===== src/cvr_pkg.sv =====
// Constants and register map of the cell voltage result bank.
package cvr_pkg;

    // ------------------------------------------------------------
    // Bank shape
    // ------------------------------------------------------------
    localparam int CELL_COUNT = 4;
    localparam int CELL_SEL_W = 2;
    localparam int CODE_W = 14;
    localparam int REG_W = 16;
    localparam int FIELD_MSB = 15;
    localparam int FIELD_LSB = 2;
    localparam int IDX_W = 10;

    // ------------------------------------------------------------
    // Conversion scaling
    // ------------------------------------------------------------
    // Full-scale code stands for a 5 V differential input
    localparam int FULL_SCALE_MV = 5000;
    localparam logic [CODE_W-1:0] CODE_FULL_SCALE = 14'h3FFF;
    localparam logic [CODE_W-1:0] CODE_RESET = 14'h0000;
    localparam logic [REG_W-1:0] RESULT_RESET = 16'h0000;

    // ------------------------------------------------------------
    // Register indices (byte address is four times the index)
    // ------------------------------------------------------------
    localparam logic [IDX_W-1:0] FIFTH_CELL_RESULT_IDX = 10'h04B;
    localparam logic [IDX_W-1:0] SIXTH_CELL_RESULT_IDX = 10'h04C;
    localparam logic [IDX_W-1:0] SEVENTH_CELL_RESULT_IDX = 10'h04D;
    localparam logic [IDX_W-1:0] EIGHTH_CELL_RESULT_IDX = 10'h04E;
    localparam logic [IDX_W-1:0] CTRL_IDX = 10'h060;
    localparam logic [IDX_W-1:0] STAT_IDX = 10'h061;

    // ------------------------------------------------------------
    // Control register fields
    // ------------------------------------------------------------
    localparam int CTRL_ENABLE_LSB = 0;
    localparam int CTRL_FILT_BIT = 4;
    localparam logic [CELL_COUNT-1:0] CTRL_ENABLE_RESET = 4'hF;
    localparam logic CTRL_FILT_RESET = 1'b0;

    // ------------------------------------------------------------
    // Status register fields
    // ------------------------------------------------------------
    localparam int STAT_SKIP_LSB = 0;
    localparam int STAT_FRESH_LSB = 4;
    localparam int STAT_BUSY_BIT = 8;
    localparam int STAT_COUNT_LSB = 16;
    localparam int SCAN_COUNT_W = 8;
    localparam logic [CELL_COUNT-1:0] SKIP_RESET = 4'h0;

    // ------------------------------------------------------------
    // AHB-Lite codes
    // ------------------------------------------------------------
    localparam logic [1:0] HTRANS_NONSEQ = 2'h2;
    localparam logic [2:0] HSIZE_WORD = 3'h2;
    localparam logic HRESP_OKAY = 1'b0;
    localparam logic [31:0] HRDATA_RESET = 32'h0000_0000;

endpackage


===== src/cvr_cell_slot.sv =====
// Storage of one cell's averaged and filtered conversion result.
`timescale 1ns/10ps

module cvr_cell_slot (
    // Clock, reset and freeze
    input wire logic hclk,
    input wire logic hresetn,
    input wire logic clk_en,
    // Result from the scan
    input wire logic load,
    input wire logic overrange,
    input wire logic [cvr_pkg::CODE_W-1:0] avg_in,
    input wire logic [cvr_pkg::CODE_W-1:0] iir_in,
    // Readback
    input wire logic filt_sel,
    output logic [cvr_pkg::REG_W-1:0] value
);
    import cvr_pkg::*;

    typedef struct packed {
        logic [CODE_W-1:0] avg;
        logic [CODE_W-1:0] iir;
    } cvr_slot_t;

    cvr_slot_t state_reg;
    cvr_slot_t state_next;
    logic [CODE_W-1:0] code;

    always_comb begin
        state_next = state_reg;
        if (load) begin
            if (overrange) begin
                // Clip to the code that stands for 5 V
                state_next.avg = CODE_FULL_SCALE;
                state_next.iir = CODE_FULL_SCALE;
            end else begin
                state_next.avg = avg_in;
                state_next.iir = iir_in;
            end
        end
    end

    always_ff @(posedge hclk or negedge hresetn) begin
        if (!hresetn) begin
            state_reg <= '{avg: CODE_RESET, iir: CODE_RESET};
        end else if (clk_en) begin
            state_reg <= state_next;
        end
    end

    assign code = filt_sel ? state_reg.iir : state_reg.avg;
    assign value = {code, {FIELD_LSB{1'b0}}}; // see

endmodule


===== src/cvr_regs.sv =====
// Cell five to eight voltage result registers with their AHB-Lite slave.
`timescale 1ns/10ps

// Functional notes
// Result code of 14 bits sits in bits 15:2, MSB at bit 15.
// Full-scale code corresponds to a 5 V differential cell input.
// Disabled cell skipped in latest scan keeps its stored result data.
// Skipped cell reads averaged or filtered result per readback select.
// Result registers are read-only; host writes change nothing.
// One register per cell, cells five to eight at indices 0x4B to 0x4E.
// Bits 1:0 read zero; every result register reads zero after reset.
module cvr_regs (
    // Clock, reset and freeze
    input wire logic hclk,
    input wire logic hresetn,
    input wire logic clk_en,
    // AHB-Lite slave
    input wire logic hsel,
    input wire logic [31:0] haddr,
    input wire logic [1:0] htrans,
    input wire logic hwrite,
    input wire logic [2:0] hsize,
    input wire logic [31:0] hwdata,
    input wire logic hready,
    output logic [31:0] hrdata,
    output logic hreadyout,
    output logic hresp,
    // Scan result bus
    input wire logic scan_start,
    input wire logic scan_done,
    input wire logic result_valid,
    input wire logic [cvr_pkg::CELL_SEL_W-1:0] result_cell,
    input wire logic [cvr_pkg::CODE_W-1:0] result_avg,
    input wire logic [cvr_pkg::CODE_W-1:0] result_iir,
    input wire logic result_overrange,
    // Configuration seen by the rest of the unit
    output logic [cvr_pkg::CELL_COUNT-1:0] cell_measure_enable,
    output logic filtered_readback_select
);
    import cvr_pkg::*;

    // ------------------------------------------------------------
    // State
    // ------------------------------------------------------------
    typedef struct packed {
        logic [31:0] hrdata;
        logic hreadyout;
        logic hresp;
        logic wr_pend;
        logic [IDX_W-1:0] wr_idx;
        logic [CELL_COUNT-1:0] enable;
        logic filt_sel;
        logic scan_busy;
        logic [CELL_COUNT-1:0] seen;
        logic [CELL_COUNT-1:0] skip;
        logic [CELL_COUNT-1:0] fresh;
        logic [SCAN_COUNT_W-1:0] scan_count;
    } cvr_state_t;

    localparam cvr_state_t STATE_RESET = '{
        hrdata: HRDATA_RESET,
        hreadyout: 1'b1,
        hresp: HRESP_OKAY,
        wr_pend: 1'b0,
        wr_idx: '0,
        enable: CTRL_ENABLE_RESET,
        filt_sel: CTRL_FILT_RESET,
        scan_busy: 1'b0,
        seen: SKIP_RESET,
        skip: SKIP_RESET,
        fresh: SKIP_RESET,
        scan_count: '0
    };

    cvr_state_t state_reg;
    cvr_state_t state_next;

    // ------------------------------------------------------------
    // Address phase decode
    // ------------------------------------------------------------
    logic addr_ok;
    logic [IDX_W-1:0] addr_idx;
    logic access;
    logic rd_access;
    logic wr_access;
    logic [CELL_COUNT-1:0] cell_load;
    logic [REG_W-1:0] cell_value [CELL_COUNT];

    assign addr_idx = haddr[IDX_W+1:2];
    // Only aligned word addresses inside the first 4 KiB are mapped
    assign addr_ok = (haddr[31:IDX_W+2] == '0) && (haddr[1:0] == 2'h0);
    assign access = hsel && hready && (htrans == HTRANS_NONSEQ);
    assign rd_access = access && !hwrite;
    assign wr_access = access && hwrite && (hsize == HSIZE_WORD) && addr_ok;

    // ------------------------------------------------------------
    // Per cell result storage
    // ------------------------------------------------------------
    genvar gi;
    generate
        for (gi = 0; gi < CELL_COUNT; gi++) begin : g_cell
            // Disabled cells get no load, so their data stays put
            assign cell_load[gi] = result_valid && state_reg.enable[gi] &&
                (result_cell == CELL_SEL_W'(gi));

            cvr_cell_slot u_slot (
                .hclk(hclk),
                .hresetn(hresetn),
                .clk_en(clk_en),
                .load(cell_load[gi]),
                .overrange(result_overrange),
                .avg_in(result_avg),
                .iir_in(result_iir),
                .filt_sel(state_reg.filt_sel),
                .value(cell_value[gi])
            );
        end
    endgenerate

    // ------------------------------------------------------------
    // Register views
    // ------------------------------------------------------------
    logic [31:0] ctrl_view;
    logic [31:0] stat_view;
    logic [CELL_COUNT-1:0] ctrl_enable_fwd;
    logic ctrl_filt_fwd;
    logic ctrl_wr_now;

    // Write data of a pending control write is forwarded so a read
    // right behind it sees the new value, not the stale one
    assign ctrl_wr_now = state_reg.wr_pend && (state_reg.wr_idx == CTRL_IDX);
    assign ctrl_enable_fwd = ctrl_wr_now ?
        hwdata[CTRL_ENABLE_LSB +: CELL_COUNT] : state_reg.enable;
    assign ctrl_filt_fwd = ctrl_wr_now ? hwdata[CTRL_FILT_BIT] : state_reg.filt_sel;

    always_comb begin
        ctrl_view = '0;
        ctrl_view[CTRL_ENABLE_LSB +: CELL_COUNT] = ctrl_enable_fwd;
        ctrl_view[CTRL_FILT_BIT] = ctrl_filt_fwd;
    end

    always_comb begin
        stat_view = '0;
        stat_view[STAT_SKIP_LSB +: CELL_COUNT] = state_reg.skip;
        stat_view[STAT_FRESH_LSB +: CELL_COUNT] = state_reg.fresh;
        stat_view[STAT_BUSY_BIT] = state_reg.scan_busy;
        stat_view[STAT_COUNT_LSB +: SCAN_COUNT_W] = state_reg.scan_count;
    end

    // ------------------------------------------------------------
    // Read multiplexer
    // ------------------------------------------------------------
    logic [31:0] rd_value;
    logic [CELL_COUNT-1:0] cell_hit;

    always_comb begin
        rd_value = '0;
        cell_hit = '0;
        if (!addr_ok) begin
            // Unmapped space reads as zero with an OKAY answer
            rd_value = '0;
        end else if (addr_idx == FIFTH_CELL_RESULT_IDX) begin
            rd_value = {16'h0000, cell_value[0]};
            cell_hit[0] = 1'b1;
        end else if (addr_idx == SIXTH_CELL_RESULT_IDX) begin
            rd_value = {16'h0000, cell_value[1]};
            cell_hit[1] = 1'b1;
        end else if (addr_idx == SEVENTH_CELL_RESULT_IDX) begin
            rd_value = {16'h0000, cell_value[2]};
            cell_hit[2] = 1'b1;
        end else if (addr_idx == EIGHTH_CELL_RESULT_IDX) begin
            rd_value = {16'h0000, cell_value[3]};
            cell_hit[3] = 1'b1;
        end else if (addr_idx == CTRL_IDX) begin
            rd_value = ctrl_view;
        end else if (addr_idx == STAT_IDX) begin
            rd_value = stat_view;
        end else begin
            rd_value = '0;
        end
    end

    // ------------------------------------------------------------
    // Scan bookkeeping
    // ------------------------------------------------------------
    logic [CELL_COUNT-1:0] seen_now;
    logic [CELL_COUNT-1:0] fresh_clear;

    // A result landing together with scan_done still counts as seen
    assign seen_now = (scan_start ? '0 : state_reg.seen) | cell_load;
    assign fresh_clear = rd_access ? cell_hit : '0;

    // ------------------------------------------------------------
    // Next state
    // ------------------------------------------------------------
    always_comb begin
        state_next = state_reg;

        // Zero wait states, response always OKAY
        state_next.hreadyout = 1'b1;
        state_next.hresp = HRESP_OKAY;

        // Read data is taken in the address phase and shown next cycle
        if (rd_access) begin
            state_next.hrdata = rd_value;
        end

        // Write data phase: only the control register takes data;
        // result and status words silently keep their content
        if (state_reg.wr_pend) begin
            if (state_reg.wr_idx == CTRL_IDX) begin
                state_next.enable = hwdata[CTRL_ENABLE_LSB +: CELL_COUNT];
                state_next.filt_sel = hwdata[CTRL_FILT_BIT];
            end
        end

        // Capture a new write address phase
        if (access) begin
            state_next.wr_pend = wr_access;
            state_next.wr_idx = addr_idx;
        end else if (hready) begin
            state_next.wr_pend = 1'b0;
        end

        // Scan tracking
        if (scan_start) begin
            state_next.scan_busy = 1'b1;
        end
        if (scan_start || state_reg.scan_busy) begin
            state_next.seen = seen_now;
        end
        if (scan_done && (state_reg.scan_busy || scan_start)) begin
            // Cells with no result in this scan were skipped
            state_next.skip = ~seen_now; // see
            state_next.scan_busy = 1'b0;
            state_next.scan_count = state_reg.scan_count + SCAN_COUNT_W'(1);
        end

        // Fresh flag: a new load wins over a clearing read
        state_next.fresh = (state_reg.fresh & ~fresh_clear) | cell_load;
    end

    // ------------------------------------------------------------
    // State register
    // ------------------------------------------------------------
    always_ff @(posedge hclk or negedge hresetn) begin
        if (!hresetn) begin
            state_reg <= STATE_RESET;
        end else if (clk_en) begin
            state_reg <= state_next;
        end
    end

    // ------------------------------------------------------------
    // Outputs
    // ------------------------------------------------------------
    assign hrdata = state_reg.hrdata;
    assign hreadyout = state_reg.hreadyout;
    assign hresp = state_reg.hresp;
    assign cell_measure_enable = state_reg.enable;
    assign filtered_readback_select = state_reg.filt_sel;

endmodule


===== config.mk =====
export PLATFORM = sky130hd
export DESIGN_NAME = cvr_regs
export DESIGN_NICKNAME = d
export VERILOG_FILES = /design/src/cvr_pkg.sv /design/src/cvr_cell_slot.sv /design/src/cvr_regs.sv
export SDC_FILE = /design/constraint.sdc
export NUM_CORES = 1
export LEC_CHECK = 0
export BUFFER_PORTS_ARGS = -buffer_cell sky130_fd_sc_hd__buf_4
export CORE_MARGIN = 3
export CORE_UTILIZATION = 57
export CTS_CLUSTER_SIZE = 20
export DETAILED_ROUTE_END_ITERATION = 8
export PLACE_DENSITY = 0.8
export SYNTH_ARGS = -nofsm -noshare
export SYNTH_HDL_FRONTEND = slang
export SYNTH_HIERARCHICAL = 1
export SYNTH_SLANG_ARGS = --single-unit

===== constraint.sdc =====
create_clock -name hclk -period 2.6 [get_ports hclk]
set_input_delay 0.13 -clock hclk [delete_from_list [all_inputs] [get_ports hclk]]
set_output_delay 0.13 -clock hclk [all_outputs]
set_load 0.01 [all_outputs]

Yosys cells after proc, flatten, opt, wreduce, memory -nomap -nowiden
Cells that the tools add are included.

word-level totals
  bits in registers = 181
  bits in latches = 0
  memory bits (writable) = 0
  bits in read-only memories = 0
  bits of input ports = 109
  memories = 0

operators by class
  add/sub/neg operators = 1
  multiply operators = 0
  div/mod/pow operators = 0
  $lt $le $gt $ge = 0
  equal/unequal tests = 12
  shift-type cells = 0
  mux-type cells = 28
  bitwise operators = 5
  reductions and logical operators = 35

operators by type and width
  operator                                                                count
  24-bit 2-to-1 mux                                                       7
  10-bit by 7-bit equality test with 1-bit output, second input constant  7
  14-bit 2-to-1 mux                                                       4
  28-bit 2-to-1 mux                                                       1
  20-bit logical NOT                                                      1
  2-bit AND reduction                                                     10
  1-bit logical AND                                                       17
  4-bit 2-to-1 mux                                                        4
  1-bit 2-to-1 mux                                                        10
  8-bit by 1-bit adder with 8-bit output, second input constant           1
  4-bit inverter                                                          2
  4-bit bitwise OR                                                        2
  2-bit equality test, second input constant                              3
  4-bit AND                                                               1
  2-bit logical NOT                                                       2
  2-bit nonzero test                                                      2
  3-bit by 2-bit equality test with 1-bit output, second input constant   1
  3-bit 2-to-1 mux                                                        1
  3-bit AND reduction                                                     1
  2-bit by 1-bit equality test with 1-bit output, second input constant   1
  2-bit 2-to-1 mux                                                        1
  1-bit logical NOT                                                       1
  1-bit logical OR                                                        1

Longest topological paths before layout
  word-level depth = 10
  gate-level depth with buffers = 7
  gate-level depth less buffers = 6

Cells and area by module
The synthesis kept the hierarchy.

by module, submodules not included
  module         instances  cells an instance  area each (µm²)  seq. area each (µm²)
  cvr_cell_slot  4          143                1,453.9          700.7
  cvr_regs       1          366                3,612.2          1,531.5

Least setup slack after synthesis
No wires, ideal clock.

  path type = reg-to-reg
  start point = register state_reg, in the netlist filtered_readback_select
  end point = register state_reg, in the netlist hrdata[3]
  setup time = 124 ps
  arrival = 1,757 ps
  setup slack = 719 ps
  stages on the path, launching flop included = 7
  buffers on the path = 0
  cells stage by stage = dfrtp_1 mux2_2 nor2b_1 o21ai_0 a31oi_1 a21oi_1 o31ai_1

RTL lines
  what                    line             text
  start, declared         cvr_regs.sv:75   cvr_state_t state_reg;
  start signal, assigned  cvr_regs.sv:250  state_reg <= state_next;

Worst setup path in the final report
  start point = input port haddr[6]
  end point = register state_reg, in the netlist hrdata[3]

between the ends
  longest elaborated chain between the ends = 8
  elaborated cells on any way between the ends = 13
  those cells by class = 6 x eq/ne; 7 x mux

RTL lines
  what                                             line             text
  start, declared                                  cvr_regs.sv:19   input wire logic [31:0] haddr,
  10-bit by 7-bit equality test with 1-bit output  cvr_regs.sv:176  end else if (addr_idx == STAT_IDX) begin
  24-bit 2-to-1 mux                                cvr_regs.sv:176
  24-bit 2-to-1 mux                                cvr_regs.sv:174  end else if (addr_idx == CTRL_IDX) begin
  24-bit 2-to-1 mux                                cvr_regs.sv:171  end else if (addr_idx == EIGHTH_CELL_RESULT_IDX) begin
  24-bit 2-to-1 mux                                cvr_regs.sv:168  end else if (addr_idx == SEVENTH_CELL_RESULT_IDX) begin
  24-bit 2-to-1 mux                                cvr_regs.sv:165  end else if (addr_idx == SIXTH_CELL_RESULT_IDX) begin
  24-bit 2-to-1 mux *                              cvr_regs.sv:162  end else if (addr_idx == FIFTH_CELL_RESULT_IDX) begin
  24-bit 2-to-1 mux *                              cvr_regs.sv:159  if (!addr_ok) begin

Every way passes the cells marked *; elsewhere a longest branch is shown, timed or not.
A chain may end at the register's enable or synchronous reset.

==> results.toml <==
[grt]
grt_util_met1 = 0.379
antenna_found_initial = 0
grt-busiest-layer = "met2"
track_usage = 0.281
grt_pass1_vias = 7670
use_met2 = 0.453
grt.met3_usage = 0.0615
grt_max_degree = 128
overflow = 0
grt_pass1_wl_um = 40100

[critical_path]
start_kind = "primary input"
crit_required_ns = 2.91
crit_path_max_fanout = 7
cp.arrival_ns = 2.60
r2r-start = "state_reg[27]$_DFFE_PN0P_"
r2r_setup_slack_ns = 0.55
cp-end-kind = "flip-flop"
worstReg2RegEnd = "hrdata[2]$_DFFE_PN0P_"
rr_worst_depth = 5
criticalPathCategory = "primary input to flip-flop"

[timing]
rsz0062_at_grt = "no"
worstMarginPinSlew_ns = 0.803
report.final.slew_viol_count = 0
final_hold_viol_count = 0
post-route-period-util = 0.881
slew_headroom = 0.463
tns_ns = 0
setup_viol = 0
max_freq_mhz = 437
timing.hold.ws_ns = 0.0152
fin_crit_ns = 2.29
fin_skew_ns = 0.00686

[yosys]
synth_xor_area_frac = 0.00650
ys_top_cells_by_area = "dfrtp_1 45%, mux2_2 9.0%, a21oi_1 8.0%, a21oi_2 7.4%, buf_4 6.0%"
syn_area_per_cell_um2 = 10.1
synth-simple-area-share = 0.118
seq_area_frac_synth = 0.460
synth_async_sr_flop_share = 1.00
synth_fa_ha_area_frac = 0.00133
muxShareOfSynthArea = 0.0906
synth_top_area_share = 0.449
synth_compound_area_frac = 0.229
synth_top_family_by_area = "compound AO/OA/AOI/OAI gates"
synth_area_mm2 = 0.00943
synth.distinct_cells = 57
yosysTopAreaCell = "dfrtp_1"
synth_edf_count = 0
synth_warnings = 6
synthCells = 938
synth_flop_cell = "dfrtp_1"
ys_seq_elements = 173

[finish]
multi_input_area_mm2 = 0.00427
layout-drive-gt1-share = 0.328
antenna_cells = 0
regArea_mm2 = 0.00434
nNetsFinal = 1121
largest_register_ffs = 112
final.fill_count = 1219
area_growth_pct = 14.7

[route]
post_drt_wl_per_cell_um = 19.9
drtPass1Iterations = 5
via_per_inst = 6.04
drt_iter0_drc = 862
wirelength_um = 24700
drc = 0
ant_nets = 0
vias = 7495

[min_path]
hold_path_depth = 3
hold_start = "result_iir[3]"
min_to = "g_cell[3].u_slot/state_reg[3]$_DFFE_PN0P_"
hp-class = "primary input to flip-flop"

[clock_tree]
cts_max_path_buffers = 2
ctsHtreeMaxLevel = 4
tritoncts = "built"
cts_setup_buffers = 0
numCtsBuffers = 17
clkTransAtPathRegs_ns = 0.06
cts_resized = 0
clock_tree.root_cell = "clkbuf_16"
clk_latency_ns = 0.43
cts_sinks = 173

[power_and_ir_drop]
ir_drop_uv = 464
p_per_area_mw_per_mm2 = 569
leakage_uw = 0.00488

[placement]
dp_hpwl_um = 15500
io_buffers = 110
gp_congestion = 0.884

[floorplanning]
ios = 148
initial_core_util = 0.587
die_y_um = 135
die_area_mm2 = 0.0181
coreArea_mm2 = 0.0161
die_w_um = 135
rows = 46

[run_status]
status = "complete, no violations"

[run]
cap_violations = 0
==> critical path, cell delays in order <==
cell and delay, ns:
dlygate4sd3_1 0.54, buf_4 0.14, or3b_1 0.53, nor3_1 0.45
nand2_1 0.15, buf_4 0.22, o221ai_1 0.33, o31ai_1 0.10
==> cell usage after synthesis (3+ instances only) <==
cell / n
conb_1: 6
buf_4: 75
buf_6: 17
a21o_1: 4
clkbuf_1: 15
nor3_1: 5
dfrtp_1: 169
a21oi_2: 80
and3_1: 4
a21oi_1: 151
mux2_2: 75
xnor2_1: 7
a211oi_1: 7
nor2b_1: 6
o31ai_1: 9
o21ai_0: 12
and2_4: 4
nor2_1: 129
and3b_1: 3
nand3_1: 7
nand3b_1: 3
a22o_1: 10
dfstp_2: 4
nor4_1: 6
nand2b_1: 5
buf_2: 8
inv_1: 7
a22oi_1: 3
nand2_1: 36
a221oi_1: 14
nand4_1: 8
o221ai_1: 16
a31oi_1: 4
==> power by group <==
part	internal (µW)	switching (µW)	total (µW)
Sequential	2800	108	2910
Clock	1590	1060	2640
Combinational	265	333	598
==> area by class of cell <==
type	count	share of cell area
Sequential cell	173	0.401
Timing Repair Buffer	157	0.121
Tap cell	216	0.0250
Clock buffer	22	0.0438
Multi-Input combinational cell	655	0.394
Inverter	7	0.00243
Clock inverter	10	0.0127
==> logic make-up after synthesis <==
logic type               Yosys count
AO/OA/AOI/OAI                    319
XOR/XNOR                           7
adder cells (fa/ha/maj)            1
buffers and inverters            122
flip-flops                       173
multiplexers                      76
other                              6
AND/OR/NAND/NOR                  234
==> repair_timing <==
action,in CTS,in global routing
setup endpoints to repair,0,0
hold buffers,24,0
hold endpoints to repair,77,0
==> routing by layer <==
metal  vias to the layer above  routed length, µm  share of wire
met2                       323              11900           0.48
met5                         -                  0              0
met1                      3689              10300           0.42
li1                       3432                  -              -
met4                         0                618          0.025
met3                        51               1940          0.078
==> cells in the final DEF, fill, tap and decap left out, types with 8 or more instances in the layout <==
cell type      count
o221ai_1          16
o31ai_1            9
buf_4            127
clkbuf_16         17
a22o_1            10
mux2_2            75
a221oi_1          14
dlygate4sd3_1     24
a21oi_1          151
dfrtp_1          168
nor2_1           129
conb_1            18
nand4_1            8
o21ai_0           12
a21oi_2           80
nand2_1           36
==> how the worst max path moves through the flow <==
| stage | start | endpoint | slack (ns) | cells after the start |
|---|---|---|---|---|
| floorplan | filtered_readback_select$_DFFE_PN0P_ | hrdata[3]$_DFFE_PN0P_ | 0.72 | 6 |
| global placement | haddr[3] | hrdata[22]$_DFFE_PN0P_ | 0.56 | 7 |
| detailed placement | haddr[3] | hrdata[22]$_DFFE_PN0P_ | 0.47 | 7 |
| CTS | haddr[6] | hrdata[3]$_DFFE_PN0P_ | 0.41 | 8 |
| global route | haddr[6] | hrdata[3]$_DFFE_PN0P_ | 0.26 | 8 |
| finish | haddr[6] | hrdata[3]$_DFFE_PN0P_ | 0.31 | 8 |
==> stage by stage <==
stage / area [µm²] / cells / setup WS [ns] / utilization / power [µW]
2_1_floorplan: 9470 / 950 / 0.719 / - / 3270
3_3_place_gp: 9960 / 1184 / 0.562 / 0.620 / 3500
3_5_place_dp: 9960 / 1184 / 0.472 / 0.620 / 3520
4_1_cts: 10800 / 1240 / 0.413 / 0.674 / 6170
5_1_grt: 10800 / 1240 / 0.258 / 0.674 / 6370
6_report: 10800 / 1240 / 0.310 / 0.674 / 6150
Power figures use the tool's default switching activity.
